===== config.mk =====
export PLATFORM = sky130hd
export DESIGN_NAME = opc_regs
export DESIGN_NICKNAME = d
export VERILOG_FILES = /design/src/opc_pkg.sv /design/src/opc_regs.sv
export SDC_FILE = /design/constraint.sdc
export NUM_CORES = 1
export LEC_CHECK = 0
export ABC_AREA = 1
export BUFFER_PORTS_ARGS = -buffer_cell sky130_fd_sc_hd__clkbuf_2
export CORE_ASPECT_RATIO = 1.1
export CORE_UTILIZATION = 55
export DETAILED_ROUTE_END_ITERATION = 10
export HOLD_SLACK_MARGIN = 0.1
export PLACE_DENSITY = 0.74
export SYNTH_ARGS = -nofsm -noshare
export SYNTH_HDL_FRONTEND = slang
export SYNTH_SLANG_ARGS = --single-unit
export TNS_END_PERCENT = 100

===== constraint.sdc =====
create_clock -name clk -period 3.12 [get_ports clk]
set_input_delay 0 -clock clk [delete_from_list [all_inputs] [get_ports clk]]
set_output_delay 0 -clock clk [all_outputs]
set_load 0.03 [all_outputs]

===== src/opc_pkg.sv =====
package opc_pkg;

    // register map
    localparam logic [7:0]  OPC_REG_LOWER      = 8'h00;
    localparam logic [7:0]  OPC_REG_UPPER      = 8'h01;
    localparam logic [7:0]  OPC_REG_PULL       = 8'h02;

    // field layout
    localparam int          OPC_OE_BIT         = 10;
    localparam int          OPC_UPPER_MSB      = 9;
    localparam int          OPC_PULL_MSB       = 3;
    localparam int          OPC_LOWER_W        = 16;
    localparam int          OPC_UPPER_W        = 10;
    localparam int          OPC_WORD_W         = 26;
    localparam int          OPC_PULL_W         = 4;

    // reset values
    localparam logic [15:0] OPC_LOWER_RST      = 16'h0000;
    localparam logic [9:0]  OPC_UPPER_RST      = 10'h000;
    localparam logic        OPC_OE_RST         = 1'b0;
    localparam logic [3:0]  OPC_PULL_RST       = 4'h0;
    localparam logic [7:0]  OPC_PTR_RST        = 8'h00;

    // slave address, value arbitrary
    localparam logic [6:0]  OPC_DEV_ADDR       = 7'h2a;

    // serial byte timing
    localparam logic [3:0]  OPC_RX_BITS        = 4'h8;
    localparam logic [3:0]  OPC_TX_LAST        = 4'h7;

    // bus rate and sampling clock
    localparam int          OPC_CLK_PERIOD_NS  = 100;
    localparam int          OPC_BIT_PERIOD_NS  = 1000;
    localparam int          OPC_BIT_PERIOD_CYC =
        OPC_BIT_PERIOD_NS / OPC_CLK_PERIOD_NS;

    typedef enum logic [2:0] {
        OPC_IDLE    = 3'b000,
        OPC_RX      = 3'b001,
        OPC_ACK_OUT = 3'b010,
        OPC_TX      = 3'b011,
        OPC_ACK_IN  = 3'b100
    } opc_state_t;

    typedef enum logic [1:0] {
        OPC_PH_DEV  = 2'b00,
        OPC_PH_REG  = 2'b01,
        OPC_PH_DATA = 2'b10
    } opc_phase_t;

endpackage


===== src/opc_regs.sv =====
`timescale 1ns/1ns
// Functional notes
// register 0x01 bits 15..11 read zero, writes to them ignored.
// register 0x01 bit 10 is software output enable, reset 0.
// software enable drives output only under software enable control.
// register 0x01 bits 9..0 are upper ten bits of offset word.
// whole 26-bit offset word is zero after power-up.
// offset word is a signed two's complement value.
// new offset committed only on upper word write; lower written first.
// register 0x02 bits 15..4 read zero, writes to them ignored.
// register 0x02 bits 3..0 select one of sixteen pull ranges.
// pull range starts from factory value, later writes overwrite it.
// registers reached only via serial slave port, up to 1 Mbit/s.
// register 0x00 holds lower sixteen offset bits, resets to zero.
// master keeps offset updates below 38 kHz.
// each register moves as two bytes, high byte first.
// register pointer increments per register and wraps 255 to 0.
// reads return last written value or reset value.
module opc_regs
    import opc_pkg::*;
(
    input  wire logic                           clk,
    input  wire logic                           reset_n,
    input  wire logic                           clk_en,
    input  wire logic                           scl_in,
    input  wire logic                           sda_in,
    output logic                                sda_out,
    output logic                                sda_oe_n,
    input  wire logic                           oe_pin,
    input  wire logic                           oe_hw_strap,
    input  wire logic [opc_pkg::OPC_PULL_W-1:0] pull_strap,
    output logic signed [opc_pkg::OPC_WORD_W-1:0] freq_offset_word,
    output logic                                freq_update,
    output logic [opc_pkg::OPC_PULL_W-1:0]      pull_range,
    output logic                                output_enable
);
    import opc_pkg::*;

    opc_state_t          state;
    opc_state_t          next_state;
    opc_phase_t          phase;
    opc_phase_t          next_phase;
    logic [3:0]          bit_cnt;
    logic [3:0]          next_bit_cnt;
    logic [7:0]          shift;
    logic [7:0]          next_shift;
    logic                sda_low;
    logic                next_sda_low;
    logic                hi_byte;
    logic                next_hi_byte;
    logic                rw;
    logic                next_rw;
    logic [7:0]          reg_ptr;
    logic [7:0]          next_reg_ptr;
    logic [7:0]          data_hi;
    logic [7:0]          next_data_hi;

    logic [1:0]          scl_sync;
    logic [1:0]          sda_sync;
    logic [1:0]          oe_sync;
    logic                scl_q;
    logic                sda_q;

    logic [15:0]         lower_offset_word;
    logic [9:0]          upper_offset_word;
    logic                sw_oe;
    logic                oe_hw_ctrl;
    logic                straps_loaded;

    // register read decode
    function automatic logic [15:0] read_word(
        input logic [7:0]  addr,
        input logic [15:0] lower,
        input logic [9:0]  upper,
        input logic        oe,
        input logic [3:0]  pull
    );
        logic [15:0] w;
        w = 16'h0000;
        case (addr)
            OPC_REG_LOWER: w = lower;
            OPC_REG_UPPER: w = {5'h00, oe, upper};
            OPC_REG_PULL:  w = {12'h000, pull};
            default:       w = 16'h0000;
        endcase
        return w;
    endfunction

    // bus event decode
    wire scl_s     = scl_sync[1];
    wire sda_s     = sda_sync[1];
    wire scl_rise  = scl_s & ~scl_q;
    wire scl_fall  = ~scl_s & scl_q;
    wire bus_start = scl_s & scl_q & sda_q & ~sda_s;
    wire bus_stop  = scl_s & scl_q & ~sda_q & sda_s;
    wire addr_hit  = (shift[7:1] == OPC_DEV_ADDR);

    wire [15:0] cur_word  = read_word(reg_ptr, lower_offset_word,
                                      upper_offset_word, sw_oe, pull_range);
    wire [15:0] next_word = read_word(next_reg_ptr, lower_offset_word,
                                      upper_offset_word, sw_oe, pull_range);
    wire [7:0]  cur_tx    = hi_byte ? cur_word[15:8] : cur_word[7:0];
    wire [7:0]  adv_tx    = next_hi_byte ? next_word[15:8] : next_word[7:0];

    wire byte_done  = (state == OPC_RX) && scl_fall
                      && (bit_cnt == OPC_RX_BITS) && !bus_start && !bus_stop;
    wire wr_strobe  = byte_done && (phase == OPC_PH_DATA)
                      && !hi_byte && !rw;
    wire [15:0] wr_word = {data_hi, shift};
    wire sel_lower  = (reg_ptr == OPC_REG_LOWER);
    wire sel_upper  = (reg_ptr == OPC_REG_UPPER);
    wire sel_pull   = (reg_ptr == OPC_REG_PULL);
    wire wr_lower   = wr_strobe && sel_lower;
    wire wr_upper   = wr_strobe && sel_upper;
    wire wr_pull    = wr_strobe && sel_pull;

    // pin synchronisers
    always_ff @(posedge clk or negedge reset_n) begin
        if (!reset_n) begin
            scl_sync <= 2'h3;
            sda_sync <= 2'h3;
            oe_sync  <= 2'h0;
            scl_q    <= 1'b1;
            sda_q    <= 1'b1;
        end else if (clk_en) begin
            scl_sync <= {scl_sync[0], scl_in};
            sda_sync <= {sda_sync[0], sda_in};
            oe_sync  <= {oe_sync[0], oe_pin};
            scl_q    <= scl_s;
            sda_q    <= sda_s;
        end
    end

    // serial slave sequencing
    always_comb begin
        next_state   = state;
        next_phase   = phase;
        next_bit_cnt = bit_cnt;
        next_shift   = shift;
        next_sda_low = sda_low;
        next_hi_byte = hi_byte;
        next_rw      = rw;
        next_reg_ptr = reg_ptr;
        next_data_hi = data_hi;
        if (bus_start) begin
            next_state   = OPC_RX;
            next_phase   = OPC_PH_DEV;
            next_bit_cnt = 4'h0;
            next_sda_low = 1'b0;
            next_hi_byte = 1'b1;
        end else if (bus_stop) begin
            next_state   = OPC_IDLE;
            next_sda_low = 1'b0;
        end else begin
            case (state)
                OPC_RX: begin
                    if (scl_rise && bit_cnt != OPC_RX_BITS) begin
                        next_shift   = {shift[6:0], sda_s};
                        next_bit_cnt = bit_cnt + 4'h1;
                    end else if (byte_done) begin
                        next_state   = OPC_ACK_OUT;
                        next_sda_low = 1'b1;
                        case (phase)
                            OPC_PH_DEV: begin
                                next_rw      = shift[0];
                                next_hi_byte = 1'b1;
                                next_phase   = shift[0] ? OPC_PH_DATA
                                                        : OPC_PH_REG;
                                if (!addr_hit) begin
                                    next_state   = OPC_IDLE;
                                    next_sda_low = 1'b0;
                                end
                            end
                            OPC_PH_REG: begin
                                next_reg_ptr = shift;
                                next_phase   = OPC_PH_DATA;
                                next_hi_byte = 1'b1;
                            end
                            default: begin
                                if (hi_byte) begin
                                    next_data_hi = shift;
                                    next_hi_byte = 1'b0;
                                end else begin
                                    next_hi_byte = 1'b1;
                                    next_reg_ptr = reg_ptr + 8'h01;
                                end
                            end
                        endcase
                    end
                end
                OPC_ACK_OUT: begin
                    if (scl_fall) begin
                        next_bit_cnt = 4'h0;
                        if (rw && phase == OPC_PH_DATA) begin
                            next_shift   = cur_tx;
                            next_sda_low = ~cur_tx[7];
                            next_state   = OPC_TX;
                        end else begin
                            next_sda_low = 1'b0;
                            next_state   = OPC_RX;
                        end
                    end
                end
                OPC_TX: begin
                    if (scl_fall) begin
                        if (bit_cnt == OPC_TX_LAST) begin
                            next_sda_low = 1'b0;
                            next_state   = OPC_ACK_IN;
                        end else begin
                            next_shift   = {shift[6:0], 1'b1};
                            next_sda_low = ~shift[6];
                            next_bit_cnt = bit_cnt + 4'h1;
                        end
                    end
                end
                OPC_ACK_IN: begin
                    if (scl_fall) begin
                        if (hi_byte) begin
                            next_hi_byte = 1'b0;
                        end else begin
                            next_hi_byte = 1'b1;
                            next_reg_ptr = reg_ptr + 8'h01;
                        end
                        next_shift   = adv_tx;
                        next_sda_low = ~adv_tx[7];
                        next_bit_cnt = 4'h0;
                        next_state   = OPC_TX;
                    end
                end
                default: begin
                    next_state   = OPC_IDLE;
                    next_sda_low = 1'b0;
                end
            endcase
        end
    end

    always_ff @(posedge clk or negedge reset_n) begin
        if (!reset_n) begin
            state   <= OPC_IDLE;
            phase   <= OPC_PH_DEV;
            bit_cnt <= 4'h0;
            shift   <= 8'h00;
            sda_low <= 1'b0;
            hi_byte <= 1'b1;
            rw      <= 1'b0;
            reg_ptr <= OPC_PTR_RST;
            data_hi <= 8'h00;
        end else if (clk_en) begin
            state   <= next_state;
            phase   <= next_phase;
            bit_cnt <= next_bit_cnt;
            shift   <= next_shift;
            sda_low <= next_sda_low;
            hi_byte <= next_hi_byte;
            rw      <= next_rw;
            reg_ptr <= next_reg_ptr;
            data_hi <= next_data_hi;
        end
    end

    // open-drain data pin, enable low while pulling low
    always_ff @(posedge clk or negedge reset_n) begin
        if (!reset_n) begin
            sda_out  <= 1'b0;
            sda_oe_n <= 1'b1;
        end else if (clk_en) begin
            sda_out  <= 1'b0;
            sda_oe_n <= ~next_sda_low;
        end
    end

    // strap capture after reset release
    always_ff @(posedge clk or negedge reset_n) begin
        if (!reset_n) begin
            straps_loaded <= 1'b0;
            oe_hw_ctrl    <= 1'b0;
        end else if (clk_en && !straps_loaded) begin
            straps_loaded <= 1'b1;
            oe_hw_ctrl    <= oe_hw_strap;
        end
    end

    // register storage
    always_ff @(posedge clk or negedge reset_n) begin
        if (!reset_n) begin
            lower_offset_word <= OPC_LOWER_RST;
            upper_offset_word <= OPC_UPPER_RST;
            sw_oe             <= OPC_OE_RST;
        end else if (clk_en) begin
            if (wr_lower) begin
                lower_offset_word <= wr_word;
            end
            if (wr_upper) begin
                upper_offset_word <= wr_word[OPC_UPPER_MSB:0];
            end
            if (wr_upper && !oe_hw_ctrl) begin
                sw_oe <= wr_word[OPC_OE_BIT];
            end
        end
    end

    always_ff @(posedge clk or negedge reset_n) begin
        if (!reset_n) begin
            pull_range <= OPC_PULL_RST;
        end else if (clk_en) begin
            if (wr_pull) begin
                pull_range <= wr_word[OPC_PULL_MSB:0];
            end else if (!straps_loaded) begin
                pull_range <= pull_strap;
            end
        end
    end

    // offset commit on upper word write
    always_ff @(posedge clk or negedge reset_n) begin
        if (!reset_n) begin
            freq_offset_word <= '0;
            freq_update      <= 1'b0;
            output_enable    <= 1'b0;
        end else if (clk_en) begin
            freq_update <= wr_upper;
            if (wr_upper) begin
                freq_offset_word <= {wr_word[OPC_UPPER_MSB:0],
                                     lower_offset_word};
            end
            output_enable <= oe_hw_ctrl ? oe_sync[1] : sw_oe;
        end
    end

endmodule


# Word-level counts from Yosys, hierarchy flattened
# Index checks and enable logic that the tools add are counted.
# totals
latch_bits	0
mem_bits_rw	0
romBits	0
mem_count	0
in_bits	11
regBits	106
# classes
n_div	0
n_reduce_logical	40
magnitude_cmp	0
eq_ne	33
shifts	0
addsub	2
n_bitwise	19
n_mul	0
mux	68
# ops
op	count
2-to-1 mux 8 bit	14
one-hot mux 16 bit (3 select lines)	2
2-to-1 mux 4 bit	8
one-hot mux 8 bit (2 select lines)	2
one-hot mux 8 bit (4 select lines)	1
inequality test 4 bit, second input constant	7
2-to-1 mux 3 bit	8
AND reduction 7 bit	3
2-to-1 mux 1 bit	19
2-to-1 mux 2 bit	9
== test 8 x 1 -> 1 bit, second input constant	2
== test 8 x 2 -> 1 bit, second input constant	2
logical NOT 8 bit	2
logical AND 1 bit	14
inequality test 2 bit, second input constant	7
NOT 1 bit	12
one-hot mux 3 bit (4 select lines)	1
one-hot mux 4 bit (3 select lines)	1
AND reduction 10 bit	1
adder 8 x 1 -> 8 bit, second input constant	1
AND reduction 2 bit	4
AND reduction 8 bit	1
nonzero test 4 bit	2
bitwise AND 1 bit	7
other kinds (22)	32

# Longest topological paths before layout
# logic_depth
ltp_word	20
depth_mapped	22
mapped_depth_nobuf	22

# Least setup slack after synthesis
# Ideal clock, no wire load.
# synth_timing
kind	register to register
start	register reg_ptr[1]
end	register sda_low
slack_ps	930
path_buffers	0
stages_incl_launch_ff	19
synth_period_minus_slack_ps	2190
required_time_ps	3003
t_arrival_ps	2072
cell_sequence	dfrtp_1 -> inv_1 -> ha_1 -> nand2_1 -> nand2_1 -> o21ai_0 -> nand2_1 -> nand3_1 -> inv_1 -> nor2_4 -> nand2_1 -> nor2_2 -> nand3_1 -> nand2_1 -> nand2_1 -> nand3_1 -> nand2_1 -> nand3_1 -> nand2_1
# synth_via
elab_chain_len	16
elab_cells_between_ends	27
# synth_rtl
item	line	text
start: declaration	opc_regs.sv:53	logic [7:0] reg_ptr;
start signal: assignment	opc_regs.sv:257	reg_ptr <= next_reg_ptr;
adder 8 x 1 -> 8 bit	opc_regs.sv:185, opc_regs.sv:222	
2-to-1 mux 8 bit	opc_regs.sv:180, opc_regs.sv:218	
one-hot mux 8 bit (2 select lines)	opc_regs.sv:163	case (phase)
2-to-1 mux 8 bit	opc_regs.sv:160	end else if (byte_done) begin
2-to-1 mux 8 bit	opc_regs.sv:157	if (scl_rise && bit_cnt != OPC_RX_BITS) begin
one-hot mux 8 bit (2 select lines)	opc_regs.sv:155	case (state)
2-to-1 mux 8 bit	opc_regs.sv:151	end else if (bus_stop) begin
2-to-1 mux 8 bit	opc_regs.sv:145	if (bus_start) begin
== test 8 x 2 -> 1 bit, or another cell as far along	opc_regs.sv:80	case (addr)
one-hot mux 16 bit (3 select lines)	opc_regs.sv:80	
2-to-1 mux 8 bit	opc_regs.sv:103	wire [7:0] adv_tx = next_hi_byte ? next_word[15:8] : next_word[7:0];
NOT 1 bit	opc_regs.sv:225	next_sda_low = ~adv_tx[7];
2-to-1 mux 1 bit	opc_regs.sv:217	if (scl_fall) begin
one-hot mux 1 bit (4 select lines) *	opc_regs.sv:155	
2-to-1 mux 1 bit *	opc_regs.sv:151	
2-to-1 mux 1 bit *	opc_regs.sv:145	
end signal: assignment	opc_regs.sv:254	sda_low <= next_sda_low;
end: declaration	opc_regs.sv:47	logic sda_low;
# Mark *: on every way between the ends. The rest lies on a longest branch, timed or not.
# A chain may end at the register's enable or synchronous reset.

# Worst setup path after layout
# layout_timing
start	register state[0]
end	register shift[2]
# layout_via
elab_chain_len	15
elab_cells_between_ends	33
# layout_rtl
item	line	text
start: declaration	opc_regs.sv:39	opc_state_t state;
start signal: assignment	opc_regs.sv:250	state <= next_state;
== test 3 x 1 -> 1 bit	opc_regs.sv:105, opc_regs.sv:155	
logical AND 1 bit	opc_regs.sv:105	wire byte_done = (state == OPC_RX) && scl_fall
logical AND 1 bit (3 in series)	opc_regs.sv:106	&& (bit_cnt == OPC_RX_BITS) && !bus_start && !bus_stop;
2-to-1 mux 8 bit	opc_regs.sv:160	
2-to-1 mux 8 bit	opc_regs.sv:157	
one-hot mux 8 bit (2 select lines)	opc_regs.sv:155	
2-to-1 mux 8 bit	opc_regs.sv:151	
2-to-1 mux 8 bit	opc_regs.sv:145	
== test 8 x 2 -> 1 bit, or another cell as far along	opc_regs.sv:80	
one-hot mux 16 bit (3 select lines)	opc_regs.sv:80	
2-to-1 mux 8 bit	opc_regs.sv:103	
2-to-1 mux 8 bit	opc_regs.sv:217	
one-hot mux 8 bit (4 select lines)	opc_regs.sv:155	
end signal: assignment	opc_regs.sv:253	shift <= next_shift;
end: declaration	opc_regs.sv:45	logic [7:0] shift;
# Several ways; a longest one is shown, not always the timed one. The select of a mux whose other input is x is not followed.

==> flow_metrics.env <==
export IMPL_track_usage_pct=32.2
export IMPL_reg2reg_slack_ns=0.27
export IMPL_synth_nets=784
export IMPL_htree_levels=3
export IMPL_yosysWarnings=0
export IMPL_slew_headroom_pct=53.1
export IMPL_grt_pass1_vias=5155
export IMPL_final_cell_mix="nand2_1, o21ai_0, dfrtp_1"
export IMPL_slowest_delay_ns=0.45
export IMPL_synthMuxAreaShare_pct=1.01
export IMPL_final_common_cell="nand2_1"
export IMPL_cts_sinks=96
export IMPL_fmaxAchievable_mhz=351
export IMPL_grt_ovfl_total=0
export IMPL_power_leakage_nw=3.09
export IMPL_min_period_ns=2.85
export IMPL_synth_cells=767
export IMPL_cap_violations=0
export IMPL_drt_pass1_iter_count=9
export IMPL_clk_path_buf_depth=2
export IMPL_cp_arrival_ns=3.11
export IMPL_period_share_pct=91.3
export IMPL_crit_required_ns=3.39
export IMPL_cp_slowest_cell="dfrtp_1"
export IMPL_power_mw=3.88
export IMPL_slew_violations=0
export IMPL_drive_gt1_share_pct=14.6
export IMPL_fin_skew_ns=0.0119
export IMPL_cts_resized=0
export IMPL_die_area_um2=10600
export IMPL_synth_compound_area_share_pct=16.2
export IMPL_die_y_um=108
export IMPL_cts_tree="built"
export IMPL_grt_max_degree=55
export IMPL_syn_to_final_growth_pct=12.4
export IMPL_p_per_area_nw_per_um2=619
export IMPL_start_util_pct=56.7
export IMPL_via_count=5494
export IMPL_synth_xor_area_share_pct=0.157
export IMPL_status="finished, violations left"
export IMPL_core_area_um2=9840
export IMPL_synth_area_um2=5580
export IMPL_n_fill_cell=901
export IMPL_gp_congestion=0.933
export IMPL_critPathMaxFanout=12
export IMPL_violations="DRC"
export IMPL_die_x_um=98.1
export IMPL_setup_violations=0
export IMPL_rsz0062_at_grt="false"
export IMPL_antenna_found_initial=0
export IMPL_cp_cell_sequence="inv_1, nand3_2, inv_1, buf_4, nor2_1, inv_1, nor2_1, nor4_4, inv_1, a21oi_1, o31ai_1, nor2_1, nor2_1"
export IMPL_insertion_delay_ns=0.38
export IMPL_ys_seq_elements=96
export IMPL_row_count=38
export IMPL_place_hpwl_um=11900
export IMPL_cts_buffers=9
export IMPL_port_buffers=43
export IMPL_cts_clk_slew_worst_paths_ns=0.10
export IMPL_startpoint_type="register"
export IMPL_vdd_ir_drop_max_mv=0.340
export IMPL_synth_distinct_cells=44
export IMPL_ios=45
export IMPL_via_per_inst=5.79
export IMPL_diodes=0
export IMPL_crit_path_end_kind="register"
export IMPL_ys_seq_area_share_pct=43.2
export IMPL_synthAdderAreaFrac_pct=1.34
export IMPL_first_iter_violations=441
export IMPL_finalHoldViolCount=0
export IMPL_final_nets=841
export IMPL_routed_wl_um=16100
export IMPL_worstMarginPinSlew_ns=0.703
export IMPL_grt_pass1_wl_um=26000
export IMPL_synth_top_family_by_area="simple AND/OR/NAND/NOR gates"
export IMPL_antenna_left=0
export IMPL_crit_type="reg -> reg"
export IMPL_cts_root_buf="clkbuf_8"
export IMPL_fin_setup_tns_ns=0
export IMPL_avgSynthCellArea_um2=7.28
export IMPL_wl_per_cell_um=17.0
export IMPL_synthSimpleGateAreaFrac_pct=29.4
export IMPL_drc=1
export IMPL_min_path_type="in -> async"
where the power goes:
| group | total, mW | internal [mW] | leakage (nW) | switching (mW) |
|---|---|---|---|---|
| clock network | 0.852 | 0.399 | 0.0966 | 0.454 |
| registers | 1.56 | 1.40 | 1.24 | 0.160 |
| logic | 1.48 | 0.425 | 1.75 | 1.05 |
logic make-up (layout without fill, tap and decap cells):
family | Yosys count | count (layout)
xor gates and xnor gates | 1 | 1
muxes | 5 | 5
adders and majority gates | 6 | 6
other | 1 | 1
buffers and inverters | 119 | 181
DFF | 96 | 96
AOI/OAI and AO/OA | 163 | 163
and+or+nand+nor | 376 | 376
routing by layer:
metal / global-route usage, % / wire [µm]
met5: 0 / 0
met4: 12.6 / 440
met3: 4.61 / 1160
met2: 55.9 / 7990
met1: 40.7 / 6530
flip-flops by register name, summed over array words and instances (netlist names), 2 cells and up:
register,cells
freq_offset_word,16
lower_offset_word,16
upper_offset_word,10
data_hi,8
reg_ptr,8
shift,8
bit_cnt,4
pull_range,4
state,3
oe_sync,2
phase,2
scl_sync,2
sda_sync,2
path summary, 6_finish.rpt:
kind	start	endpoint	cells past startpoint
min in group clk	oe_hw_strap	oe_hw_ctrl$_DFFE_PN0P_	4
worst max-delay path	state[0]$_DFFE_PN0P_	shift[2]$_DFFE_PN0P_	13
max in group asynchronous	reset_n	scl_sync[0]$_DFFE_PN1P_	3
worst min-delay path	reset_n	pull_range[1]$_DFFE_PN0P_	2
worst min register to register	scl_sync[0]$_DFFE_PN1P_	scl_sync[0]$_DFFE_PN1P_	2
worst max register to register	state[0]$_DFFE_PN0P_	shift[2]$_DFFE_PN0P_	13
metrics by stage:
stage	std cells	instance area, µm²	utilization (%)	hold slack, ns	setup WS (ns)
floorplan	767	5580	-	-0.296	0.930
detailed placement	918	5930	60.2	0.0804	0.373
CTS	947	6260	63.6	0.224	0.331
global route	949	6280	63.8	0.253	0.0473
finish	949	6280	63.8	0.198	0.272
global placement	918	5930	60.2	0.0669	0.341
layout make-up:
type                            instances  area [µm²]  area share, %
Multi-Input combinational cell        552        2690           42.9
Sequential cell                        96        2410           38.4
Timing Repair Buffer                   72         468           7.46
Inverter                               93         352           5.60
Tap cell                              120         150           2.39
Clock buffer                           11         141           2.25
Clock inverter                          5        62.6          0.997
Yosys cell counts, drive strengths merged:
| library cell | n | area share (%) |
|---|---|---|
| a211oi | 1 | 0.22 |
| xor2 | 1 | 0.16 |
| mux2 | 5 | 1.0 |
| clkbuf | 16 | 1.1 |
| and3 | 1 | 0.11 |
| dfstp | 8 | 3.8 |
| o22ai | 4 | 0.45 |
| nand3 | 56 | 5.4 |
| buf | 10 | 1.2 |
| nand2 | 236 | 16 |
| nor2 | 67 | 5.6 |
| o211ai | 13 | 1.7 |
| o31ai | 3 | 0.40 |
| clkinv | 1 | 0.067 |
| conb | 1 | 0.067 |
| o221ai | 1 | 0.16 |
| nor4 | 3 | 0.61 |
| dfrtp | 88 | 39 |
| a221oi | 2 | 0.31 |
| a32o | 1 | 0.18 |
| o21bai | 1 | 0.13 |
| nand4 | 8 | 0.90 |
| nor3 | 4 | 0.36 |
| inv | 92 | 6.2 |
| a32oi | 1 | 0.16 |
| o21ai | 95 | 8.6 |
| ha | 6 | 1.3 |
| a311oi | 1 | 0.16 |
| and2 | 1 | 0.16 |
| a31oi | 4 | 0.45 |
| a21oi | 36 | 3.2 |
critical path, delay by kind of cell, from the launching register on:
family	cells	cell delay, ns
AOI/OAI and AO/OA	2	0.27
buffers and inverters	5	1.00
DFF	1	0.45
and+or+nand+nor	6	1.02
what timing repair did:
| item | in CTS | in global routing |
|---|---|---|
| hold buffers | 13 | 0 |
| setup endpoints to repair | 0 | 2 |
| endpoints found under the hold margin | 64 | 0 |
| setup buffers | 0 | 2 |
Note: power is estimated with default switching activity, not from simulation.
